File: config.mk
export PLATFORM = sky130hd
export DESIGN_NAME = timer_counter_block
export DESIGN_NICKNAME = d
export VERILOG_FILES = /design/src/design/tc_pkg.sv /design/src/design/tick_if.sv /design/src/design/tick_gen.sv /design/src/design/timer_counter_block.sv
export SDC_FILE = /design/constraint.sdc
export NUM_CORES = 1
export LEC_CHECK = 0
export ABC_AREA = 1
export BUFFER_PORTS_ARGS = -buffer_cell sky130_fd_sc_hd__buf_2
export CORE_ASPECT_RATIO = 2
export CORE_UTILIZATION = 50
export DETAILED_ROUTE_END_ITERATION = 6
export PLACE_DENSITY = 0.84
export SYNTH_ARGS = -nofsm -noshare
export SYNTH_HDL_FRONTEND = slang
export SYNTH_SLANG_ARGS = --single-unit
File: constraint.sdc
create_clock -name clk -period 4 [get_ports clk]
set_clock_uncertainty 0.15 [all_clocks]
set_input_delay 0.2 -clock clk [delete_from_list [all_inputs] [get_ports clk]]
set_output_delay 0.2 -clock clk [all_outputs]
set_load 0.05 [all_outputs]
File: src/design/tc_pkg.sv
/*
 * Shared constants for the timer and counter block: clock rate, tick periods,
 * value ceilings and the word map through which current values are read back.
 * Assumes a single 200 MHz clock domain.
 */
package tc_pkg;

    // system clock and tick periods
    localparam int          CLK_FREQ_HZ    = 200_000_000;
    localparam int          MS_PER_S       = 1000;
    localparam int          FAST_TICK_MS   = 10;     // 0.01 s unit
    localparam int          SLOW_TICK_MS   = 100;    // 0.1 s unit
    localparam int          FAST_TICK_CYC  = CLK_FREQ_HZ / MS_PER_S * FAST_TICK_MS;
    localparam int          SLOW_PER_FAST  = SLOW_TICK_MS / FAST_TICK_MS;

    // widths
    localparam int          WORD_W         = 16;
    localparam int          DWORD_W        = 32;

    // value ceilings, in counts of the active unit
    localparam logic [15:0] SINGLE_MAX     = 16'h270F;      // 999.9 s or 99.99 s
    localparam logic [31:0] ACC_MAX        = 32'h05F5E0FF;  // 9999999.9 s or 999999.99 s
    localparam logic [15:0] CNT_MAX        = 16'h270F;      // 9999 counts
    localparam logic [31:0] UDC_MAX        = 32'h05F5E0FF;  // 99999999 counts
    localparam logic [15:0] STAGE_MAX      = 16'h270F;      // 9999 counts

    // word map: timers at their own number, counters offset by 1000
    localparam logic [15:0] CNT_WORD_BASE  = 16'h03E8;
    localparam logic [15:0] HI_WORD_OFS    = 16'h0001;
    localparam logic [15:0] WORD_ZERO      = 16'h0000;

endpackage

File: src/design/tick_if.sv
/*
 * Carries the 10 ms and 100 ms tick enables from the tick generator to the
 * timers. Both ticks are one-cycle pulses in the clk domain.
 */
`timescale 1ns/10ps
interface tick_if;
    logic tick_fast;    // every 10 ms
    logic tick_slow;    // every 100 ms, coincides with a fast tick

    modport gen (output tick_fast, output tick_slow);
    modport use_side (input tick_fast, input tick_slow);
endinterface

File: src/design/tick_gen.sv
/*
 * Divides the system clock into 10 ms and 100 ms one-cycle tick enables.
 * Assumes clk at the package rate; FAST_CYC may be shortened for simulation.
 */
`timescale 1ns/10ps
module tick_gen
    import tc_pkg::*;
#(
    parameter int FAST_CYC = FAST_TICK_CYC
)
(
    input  wire logic clk,
    input  wire logic nrst,
    tick_if.gen       tk
);

    logic [31:0] div_r;
    logic [7:0]  slow_cnt_r;
    logic        fast_r;
    logic        slow_r;

    ////////////////////////////////////////////////////////////////////////////
    // fast divider: one pulse every FAST_CYC clocks
    always_ff @(posedge clk or negedge nrst)
    begin
        if (!nrst)
        begin
            div_r  <= 32'h0;
            fast_r <= 1'b0;
        end
        else if (div_r == 32'(FAST_CYC - 1))
        begin
            div_r  <= 32'h0;
            fast_r <= 1'b1;
        end
        else
        begin
            div_r  <= div_r + 32'h1;
            fast_r <= 1'b0;
        end
    end

    // slow tick rides on every tenth fast tick so both units stay in step
    always_ff @(posedge clk or negedge nrst)
    begin
        if (!nrst)
        begin
            slow_cnt_r <= 8'h0;
            slow_r     <= 1'b0;
        end
        else if (div_r == 32'(FAST_CYC - 1))
        begin
            slow_r     <= (slow_cnt_r == 8'(SLOW_PER_FAST - 1));
            slow_cnt_r <= (slow_cnt_r == 8'(SLOW_PER_FAST - 1)) ? 8'h0 : slow_cnt_r + 8'h1;
        end
        else
        begin
            slow_r <= 1'b0;
        end
    end

    assign tk.tick_fast = fast_r;
    assign tk.tick_slow = slow_r;
endmodule

File: src/design/timer_counter_block.sv
/*
 * Timer and counter block: a single-input timer, an accumulating timer, an up
 * counter, an up/down counter and a stage counter, each with current value,
 * preset compare and status bit, plus a word read port over current values.
 * Assumes all inputs synchronous to clk and driven by the user ladder program.
 */
`timescale 1ns/10ps
module timer_counter_block
    import tc_pkg::*;
#(
    parameter int          FAST_CYC = FAST_TICK_CYC,
    parameter logic [15:0] TMR_SLOT = 16'h0000,
    parameter logic [15:0] ACC_SLOT = 16'h0002,
    parameter logic [15:0] CNT_NUM  = 16'h0000,
    parameter logic [15:0] UDC_NUM  = 16'h0001,
    parameter logic [15:0] STG_NUM  = 16'h0003
)
(
    input  wire  logic        clk,
    input  wire  logic        nrst,
    input  wire  logic        tmr_en,
    input  wire  logic        tmr_fast,
    input  wire  logic [15:0] tmr_preset,
    output logic        [15:0] tmr_value_r,
    output logic              tmr_status_r,
    input  wire  logic        acc_en,
    input  wire  logic        acc_rst,
    input  wire  logic        acc_fast,
    input  wire  logic [31:0] acc_preset,
    output logic        [31:0] acc_value_r,
    output logic              acc_status_r,
    input  wire  logic        cnt_in,
    input  wire  logic        cnt_rst,
    input  wire  logic [15:0] cnt_preset,
    output logic        [15:0] cnt_value_r,
    output logic              cnt_status_r,
    input  wire  logic        udc_up,
    input  wire  logic        udc_dn,
    input  wire  logic        udc_rst,
    input  wire  logic [31:0] udc_preset,
    output logic        [31:0] udc_value_r,
    output logic              udc_status_r,
    input  wire  logic        stg_in,
    input  wire  logic        stg_rst_cmd,
    input  wire  logic [15:0] stg_preset,
    output logic        [15:0] stg_value_r,
    output logic              stg_status_r,
    input  wire  logic [15:0] mem_addr,
    output logic        [15:0] mem_rdata_r
);

    tick_if tk ();

    logic        cnt_in_d_r;
    logic        udc_up_d_r;
    logic        udc_dn_d_r;
    logic        stg_in_d_r;
    logic        stg_cmd_d_r;
    logic        tmr_tick;
    logic        acc_tick;
    logic        cnt_edge;
    logic        up_edge;
    logic        dn_edge;
    logic        stg_edge;
    logic        stg_cmd_edge;
    logic [15:0] tmr_nxt;
    logic [31:0] acc_nxt;
    logic [15:0] cnt_nxt;
    logic [31:0] udc_nxt;
    logic [15:0] stg_nxt;

    ////////////////////////////////////////////////////////////////////////////
    // tick source
    tick_gen #(.FAST_CYC(FAST_CYC)) u_tick (
        .clk  (clk),
        .nrst (nrst),
        .tk   (tk)
    );

    // each timer picks its unit; the fast variants use the 10 ms tick
    assign tmr_tick = tmr_fast ? tk.tick_fast : tk.tick_slow;
    assign acc_tick = acc_fast ? tk.tick_fast : tk.tick_slow;

    ////////////////////////////////////////////////////////////////////////////
    // previous input levels for rising-edge detection
    always_ff @(posedge clk or negedge nrst)
    begin
        if (!nrst)
        begin
            cnt_in_d_r  <= 1'b0;
            udc_up_d_r  <= 1'b0;
            udc_dn_d_r  <= 1'b0;
            stg_in_d_r  <= 1'b0;
            stg_cmd_d_r <= 1'b0;
        end
        else
        begin
            cnt_in_d_r  <= cnt_in;
            udc_up_d_r  <= udc_up;
            udc_dn_d_r  <= udc_dn;
            stg_in_d_r  <= stg_in;
            stg_cmd_d_r <= stg_rst_cmd;
        end
    end

    // an input already high at reset release does not count as an edge? it does:
    // the history is cleared to low, matching a program scan starting from off
    assign cnt_edge     = cnt_in & ~cnt_in_d_r;
    assign up_edge      = udc_up & ~udc_up_d_r;
    assign dn_edge      = udc_dn & ~udc_dn_d_r;
    assign stg_edge     = stg_in & ~stg_in_d_r;
    assign stg_cmd_edge = stg_rst_cmd & ~stg_cmd_d_r;

    ////////////////////////////////////////////////////////////////////////////
    // next values
    always_comb
    begin
        // single-input timer: input low means zero at once
        tmr_nxt = tmr_value_r;
        if (!tmr_en)
            tmr_nxt = 16'h0;
        else if (tmr_tick && tmr_value_r < SINGLE_MAX)
            tmr_nxt = tmr_value_r + 16'h1;

        // accumulating timer: reset dominates enable
        acc_nxt = acc_value_r;
        if (acc_rst)
            acc_nxt = 32'h0;
        else if (acc_en && acc_tick && acc_value_r < ACC_MAX)
            acc_nxt = acc_value_r + 32'h1;

        // up counter saturates at its ceiling
        cnt_nxt = cnt_value_r;
        if (cnt_rst)
            cnt_nxt = 16'h0;
        else if (cnt_edge && cnt_value_r < CNT_MAX)
            cnt_nxt = cnt_value_r + 16'h1;

        // up/down counter: coincident edges cancel
        udc_nxt = udc_value_r;
        if (udc_rst)
            udc_nxt = 32'h0;
        else if (up_edge && !dn_edge && udc_value_r < UDC_MAX)
            udc_nxt = udc_value_r + 32'h1;
        else if (dn_edge && !up_edge && udc_value_r != 32'h0)
            udc_nxt = udc_value_r - 32'h1;

        // stage counter ignores input levels for clearing
        stg_nxt = stg_value_r;
        if (stg_cmd_edge)
            stg_nxt = 16'h0;
        else if (stg_edge && stg_value_r < STAGE_MAX)
            stg_nxt = stg_value_r + 16'h1;
    end

    ////////////////////////////////////////////////////////////////////////////
    // timer values and status; status tracks the same edge as the value
    always_ff @(posedge clk or negedge nrst)
    begin
        if (!nrst)
        begin
            tmr_value_r  <= 16'h0;
            tmr_status_r <= 1'b0;
        end
        else
        begin
            tmr_value_r  <= tmr_nxt;
            tmr_status_r <= tmr_en && (tmr_nxt >= tmr_preset);
        end
    end

    // a zero preset would otherwise light status during reset
    always_ff @(posedge clk or negedge nrst)
    begin
        if (!nrst)
        begin
            acc_value_r  <= 32'h0;
            acc_status_r <= 1'b0;
        end
        else
        begin
            acc_value_r  <= acc_nxt;
            acc_status_r <= !acc_rst && (acc_nxt >= acc_preset);
        end
    end

    ////////////////////////////////////////////////////////////////////////////
    // up counter
    always_ff @(posedge clk or negedge nrst)
    begin
        if (!nrst)
        begin
            cnt_value_r  <= 16'h0;
            cnt_status_r <= 1'b0;
        end
        else
        begin
            cnt_value_r  <= cnt_nxt;
            cnt_status_r <= !cnt_rst && (cnt_nxt >= cnt_preset);
        end
    end

    // up/down counter
    always_ff @(posedge clk or negedge nrst)
    begin
        if (!nrst)
        begin
            udc_value_r  <= 32'h0;
            udc_status_r <= 1'b0;
        end
        else
        begin
            udc_value_r  <= udc_nxt;
            udc_status_r <= !udc_rst && (udc_nxt >= udc_preset);
        end
    end

    // stage counter
    always_ff @(posedge clk or negedge nrst)
    begin
        if (!nrst)
        begin
            stg_value_r  <= 16'h0;
            stg_status_r <= 1'b0;
        end
        else
        begin
            stg_value_r  <= stg_nxt;
            stg_status_r <= !stg_cmd_edge && (stg_nxt >= stg_preset);
        end
    end

    ////////////////////////////////////////////////////////////////////////////
    // word read port; double words put the low half at the lower address.
    // the word after the accumulating slot is its high half, so a program that
    // reuses that slot for another timer would alias it
    always_ff @(posedge clk or negedge nrst)
    begin
        if (!nrst)
            mem_rdata_r <= WORD_ZERO;
        else if (mem_addr == TMR_SLOT)
            mem_rdata_r <= tmr_value_r;
        else if (mem_addr == ACC_SLOT)
            mem_rdata_r <= acc_value_r[WORD_W-1:0];
        else if (mem_addr == ACC_SLOT + HI_WORD_OFS)
            mem_rdata_r <= acc_value_r[DWORD_W-1:WORD_W];
        else if (mem_addr == CNT_WORD_BASE + CNT_NUM)
            mem_rdata_r <= cnt_value_r;
        else if (mem_addr == CNT_WORD_BASE + UDC_NUM)
            mem_rdata_r <= udc_value_r[WORD_W-1:0];
        else if (mem_addr == CNT_WORD_BASE + UDC_NUM + HI_WORD_OFS)
            mem_rdata_r <= udc_value_r[DWORD_W-1:WORD_W];
        else if (mem_addr == CNT_WORD_BASE + STG_NUM)
            mem_rdata_r <= stg_value_r;
        else
            mem_rdata_r <= WORD_ZERO;
    end
endmodule

After elaboration in Yosys (flattened, before gate mapping)
Cells that the tools add are included.
{"block": "word_totals", "regBits": 180, "inputBits": 142, "output_inout_bits": 133, "wordCells": 102}
{"block": "classes", "add_sub_neg": 8, "magnitude_cmp": 10, "eq_ne": 8, "mux": 24, "bitwise": 10, "reduce_logical": 22}
{"operator": "16-bit 2-to-1 mux", "count": 13}
{"operator": "32-bit 2-to-1 mux", "count": 6}
{"operator": "32-bit by 1-bit adder with 32-bit output, second input constant", "count": 3}
{"operator": "16-bit by 10-bit == test with 1-bit output, second input constant", "count": 4}
{"operator": "32-bit >= comparator", "count": 2}
{"operator": "32-bit by 27-bit less-than comparator with 1-bit output, second input constant", "count": 2}
{"operator": "16-bit by 1-bit adder with 16-bit output, second input constant", "count": 3}
{"operator": "16-bit >= comparator", "count": 3}
{"operator": "16-bit by 14-bit less-than comparator with 1-bit output, second input constant", "count": 3}
{"operator": "16-bit by 2-bit == test with 1-bit output, second input constant", "count": 2}
{"operator": "32-bit by 21-bit == test with 1-bit output, second input constant", "count": 1}
{"operator": "32-bit nonzero test", "count": 1}
{"operator": "32-bit by 1-bit subtractor with 32-bit output, second input constant", "count": 1}
{"operator": "16-bit logical NOT", "count": 1}
{"operator": "1-bit logical AND", "count": 14}
{"operator": "8-bit by 1-bit adder with 8-bit output, second input constant", "count": 1}
{"operator": "8-bit by 4-bit == test with 1-bit output, second input constant", "count": 1}
{"operator": "8-bit 2-to-1 mux", "count": 1}
{"operator": "1-bit logical NOT", "count": 6}
{"operator": "1-bit AND", "count": 5}
{"operator": "1-bit inverter", "count": 5}
{"operator": "1-bit 2-to-1 mux", "count": 4}

Depth between registers and ports, before layout
{"block": "logic_depth", "ltp_word": 10, "depth_mapped": 25, "ltp_nobuf": 25}

Modules after synthesis
From an unflattened synthesis, not the netlist that was laid out.
{"block": "unflattened", "hier_cells": 2493, "area_unflattened_um2": 15859.0}
{"module": "timer_counter_block", "instances": 1, "cells_per_inst": 2085, "area_per_inst_um2": 13182.6, "seq_area_each_um2": 3453.3}
{"module": "tick_gen", "instances": 1, "cells_per_inst": 408, "area_per_inst_um2": 2676.3, "seq_area_each_um2": 1051.0}

Least setup slack after synthesis
OpenSTA, ideal clock, no wires.
{"block": "synth_path", "path_type": "flip-flop to flip-flop", "startpoint": "register udc_value_r[0]", "endpoint": "register udc_status_r", "setup_time_ps": 113, "arrival_time_ps": 2986, "required_time_ps": 3737, "slack_ps": 752, "path_stages_with_launch": 24, "n_path_buf": 1, "synth_period_minus_slack_ps": 3248, "cell_sequence": "dfrtp_1 -> inv_1 -> ha_1 -> nand2_2 -> nor2_4 -> nand2_2 -> o21ai_4 -> inv_2 -> buf_6 -> nand2_1 -> o21ai_1 -> nand2_1 -> nand2_1 -> nor2_1 -> ha_1 -> nand2_1 -> inv_1 -> o21ai_0 -> nand2_1 -> a21oi_1 -> o21a_1 -> nand3_1 -> nand2_1 -> inv_1"}
{"block": "synth_via", "elab_chain_len": 7, "word_cells_on_any_way": 11, "classes_between": "add/sub: 2; order compare: 2; mux: 3; reduce/logical: 4"}
{"item": "from (decl)", "line": "timer_counter_block.sv:41", "rtl": "output logic [31:0] udc_value_r,"}
{"item": "from (signal assigned)", "line": "timer_counter_block.sv:213", "rtl": "udc_value_r <= udc_nxt;"}
{"item": "parallel branches: the longest is 3 deep, another holds 32-bit by 1-bit subtractor with 32-bit output"}
{"item": "32-bit 2-to-1 mux (*)", "line": "timer_counter_block.sv:143", "rtl": "else if (up_edge && !dn_edge && udc_value_r < UDC_MAX)"}
{"item": "32-bit 2-to-1 mux (*)", "line": "timer_counter_block.sv:141", "rtl": "if (udc_rst)"}
{"item": "named net udc_nxt[17]", "line": "timer_counter_block.sv:69", "rtl": "logic [31:0] udc_nxt;"}
{"item": "32-bit >= comparator (*)", "line": "timer_counter_block.sv:214", "rtl": "udc_status_r <= !udc_rst && (udc_nxt >= udc_preset);"}
{"item": "1-bit logical AND (*)", "line": "timer_counter_block.sv:214"}
{"item": "to (signal assigned)", "line": "timer_counter_block.sv:214"}
{"item": "to (decl)", "line": "timer_counter_block.sv:42", "rtl": "output logic udc_status_r,"}
Mark *: on every way through the listed nets, which the timed path passes.
A chain may end at the register's enable or synchronous reset.

Final worst setup path
{"block": "layout_path", "startpoint": "register udc_value_r[16]", "endpoint": "register udc_status_r"}
Same word-level chain as after synthesis.

==> impl_metrics.py <==
metrics = {
    "drt": {
        "remaining_drc_errors": 0,
        "drt_iter0_drc": 1050,
        "wl_per_cell_um": 20.5,
        "drt_wl_total_mm": 60.6,
        "viasPerCell": 5.64,
        "dr.pass1.iters": 6,
        "via_count": 16700,
        "final_antenna_net_count": 0,
    },
    "worst_setup_path": {
        "crit_chain": "buf_4 -> nand2_1 -> inv_1 -> nand3_1 -> nor3_1 -> xnor2_1 -> nand3_1 -> nand2_1 -> nor2_1 -> ha_1 -> nand2_1 -> inv_1 -> o21ai_0 -> nand2_1 -> a21oi_1 -> o21a_1 -> nand3_1 -> nand2_1 -> inv_1",
        "cpPeakStageDelay_ns": 0.80,
        "worstSetupPathType": "register to register",
        "worst_ep_arrival_time_ns": 3.89,
        "crit_fanout": 10,
        "cp_slowest_cell": "nor3_1",
        "cp_common_cell": "nand2_1",
        "cp-start-kind": "register",
        "critPathRequiredTime_ns": 4.21,
        "endpoint_kind": "register",
    },
    "finish": {
        "area_delta_synth_final_pct": 15.7,
        "nets": 2841,
        "final_layout_size_suffix_gt1_share_pct": 15.1,
        "final_util_pct": 58.9,
        "final_area_um2": 17800,
    },
    "power_and_ir_drop": {
        "p_leak_nw": 9.60,
        "design_power_total_w": 0.00497,
        "p_per_area_nw_per_um2": 280,
        "vdd_drop_max_uv": 325,
    },
    "clocking": {
        "clk_pin_slew_ns": 0.07,
        "cts.htree.levels": 4,
        "insertion_delay_ns": 0.46,
        "clockBufferDepth": 2,
        "clkSinkCount": 180,
        "cts_setup_buffers": 0,
        "cts_root_buf": "clkbuf_16",
        "cts_made_buffers": 17,
        "cts_tree": "done",
    },
    "floorplan": {
        "rows": 90,
        "fp.dieW_um": 126,
        "ios": 275,
        "core_um2": 30200,
        "die_h_um": 250,
        "start_util_pct": 50.9,
        "die-area_um2": 31500,
    },
    "sta": {
        "rsz0062_at_grt": "no",
        "tightest_slew_ns": 1.07,
        "max_freq_mhz": 272,
        "hold_violations": 0,
        "layout_min_cycle_time_ns": 3.67,
        "fin_ws_ns": 0.327,
        "final_max_slew_viol_count": 0,
        "slew_headroom_pct": 28.1,
        "setup_viol": 0,
        "tns_ns": 0,
        "period_share_pct": 91.8,
    },
    "logic_synthesis": {
        "synthArstFlopShare_pct": 100,
        "synth_top_family_by_area": "simple AND/OR/NAND/NOR gates",
        "netlist_area_um2": 15400,
        "synth_cell_types": 45,
        "yosysSeqAreaShare_pct": 29.3,
        "avgSynthCellArea_um2": 6.63,
        "synth-seq-cells": 180,
        "syn-num-nets": 2580,
        "synth-main-ff-cell": "dfrtp_1",
        "yosysWarnings": 0,
        "synthXorXnorAreaFrac_pct": 7.02,
        "synth_fa_ha_area_share_pct": 9.86,
        "synth_compound_area_share_pct": 9.23,
        "syn_inst": 2317,
        "synth_edf_count": 0,
        "synth_simple_gate_area_share_pct": 33.7,
        "muxShareOfSynthArea_pct": 0,
    },
    "grt": {
        "grt_pass1_wl_mm": 91.8,
        "antenna_found_initial": 1,
        "overflow": 0,
        "grt_max_degree": 83,
        "grt_pass1_vias": 17165,
        "gr-usage-all-layers_pct": 38.9,
    },
    "outcome": {
        "outcome": "complete, no violations",
    },
    "place": {
        "gp_congestion": 1.02,
        "pre_cts_slack_ns": 0.449,
        "port_buffers": 274,
        "detailed_place_hpwl_mm": 49.3,
        "placed_area_um2": 17100,
    },
    "job": {
        "max_cap_violations": 0,
    },
    "worst_hold_path": {
        "hold_path_class": "primary input to register",
    },
}
## worst paths after layout
| path | slack, ns | endpoint | cells past startpoint | from |
|---|---|---|---|---|
| min in group asynchronous | 0.20 | u_tick.slow_cnt_r[4]$_DFFE_PN0P_ | 2 | nrst |
| setup reg to reg | 0.33 | udc_status_r$_DFF_PN0_ | 19 | udc_value_r[16]$_DFF_PN0_ |
| setup / recovery | 0.33 | udc_status_r$_DFF_PN0_ | 19 | udc_value_r[16]$_DFF_PN0_ |
| hold reg to reg | 0.33 | u_tick.div_r[0]$_DFF_PN0_ | 1 | u_tick.div_r[0]$_DFF_PN0_ |
| max in group asynchronous | 2.53 | stg_value_r[12]$_DFF_PN0_ | 3 | nrst |
| hold / removal | 0.03 | udc_value_r[21]$_DFF_PN0_ | 2 | udc_rst |
## routing by layer
| layer | global-route usage (%) | vias to the layer above | routed length, um |
|---|---|---|---|
| li1 | - | 7920 | - |
| met2 | 72.3 | 708 | 32100 |
| met1 | 34.8 | 7763 | 19100 |
| met5 | 0 | - | 0 |
| met4 | 35.3 | 0 | 6020 |
| met3 | 7.40 | 309 | 3330 |
## worst max-delay path, delay by kind of cell (launching register included)
kind	cells	cell delay, ns
AOI/OAI and AO/OA	3	0.31
adders and majority gates	1	0.27
buffers and inverters	4	0.41
DFF	1	0.67
xor gates and xnor gates	1	0.13
and+or+nand+nor	10	1.62
## per-stage QoR
step | instances | hold slack, ns
2_1_floorplan | 2317 | -0.246
6_report | 2959 | 0.0308
5_1_grt | 2959 | 0.0410
3_3_place_gp | 2919 | 0.150
4_1_cts | 2958 | 0.0223
3_5_place_dp | 2919 | 0.152
## logic make-up (layout without fill, tap and decap cells)
logic type / after synthesis / count (layout)
compound gates: 264 / 264
xor+xnor: 123 / 123
fa+ha+maj: 121 / 121
buf+inv: 410 / 683
flops: 180 / 180
other cells: 0 / 1
simple gates: 1219 / 1219
## power by group
part           switching, W  internal, W  leakage (nW)
combinational      0.000891     0.000381          6.87
clock              0.000812     0.000899         0.272
sequential         0.000121      0.00186          2.46
## cells in the mapped netlist, types with 8 or more instances
cell      number  area (um^2)
nand3_1      155          776
nand2_1      619         2320
inv_1        323         1210
nor2_1       281         1050
nand4_1       48          300
o21ai_1       22          110
xnor2_1       15          131
buf_2         35          175
nor4_1        14         87.6
o21ai_0       52          260
a21oi_1      160          801
dfrtp_1      180         4500
o211ai_1      11         82.6
nor2_2        14         87.6
ha_1         121         1510
nor3_1        61          305
clkbuf_1      30          113
buf_6          8         90.1
xor2_1       108          946
## layout make-up
class / count / area, um^2
Fill cell: 2967 / 12400
Multi-Input combinational cell: 1727 / 9190
Sequential cell: 180 / 4500
Timing Repair Buffer: 321 / 1790
Inverter: 331 / 1240
Tap cell: 368 / 460
Clock buffer: 19 / 453
Clock inverter: 12 / 123
Antenna cell: 1 / 2.50
## sequential cells by signal, indices dropped and copies added, names as in the netlist, 8 cells and up
| signal | cells |
|---|---|
| acc_value_r | 32 |
| cnt_value_r | 16 |
| mem_rdata_r | 16 |
| stg_value_r | 16 |
| tmr_value_r | 16 |
| u_tick.div_r | 32 |
| u_tick.slow_cnt_r | 8 |
| udc_value_r | 32 |
## cell usage in the layout, fill, tap and decap left out, types with 4 or more instances in the layout
cell type | Yosys | final
buf_2 | 35 | 273
a21oi_1 | 160 | 160
nand2_2 | 6 | 6
nand4_1 | 48 | 48
nor2_4 | 6 | 6
inv_2 | 5 | 5
o21ai_0 | 52 | 52
xor2_1 | 108 | 108
inv_1 | 323 | 323
dfrtp_1 | 180 | 180
nor2_2 | 14 | 15
nor2_1 | 281 | 280
nand2_1 | 619 | 619
xnor2_1 | 15 | 15
o21ai_1 | 22 | 22
nand3_1 | 155 | 155
dlygate4sd3_1 | 0 | 8
ha_1 | 121 | 121
clkinvlp_4 | 0 | 4
clkbuf_16 | 0 | 17
o211ai_1 | 11 | 11
nor4_1 | 14 | 14
buf_4 | 5 | 36
nor3_1 | 61 | 61
## what timing repair did
action,4_1_cts,5_1_grt
resized for setup,0,0
hold endpoints to repair,94,0
hold buffers,8,0
(Power assumes the default switching activity.)
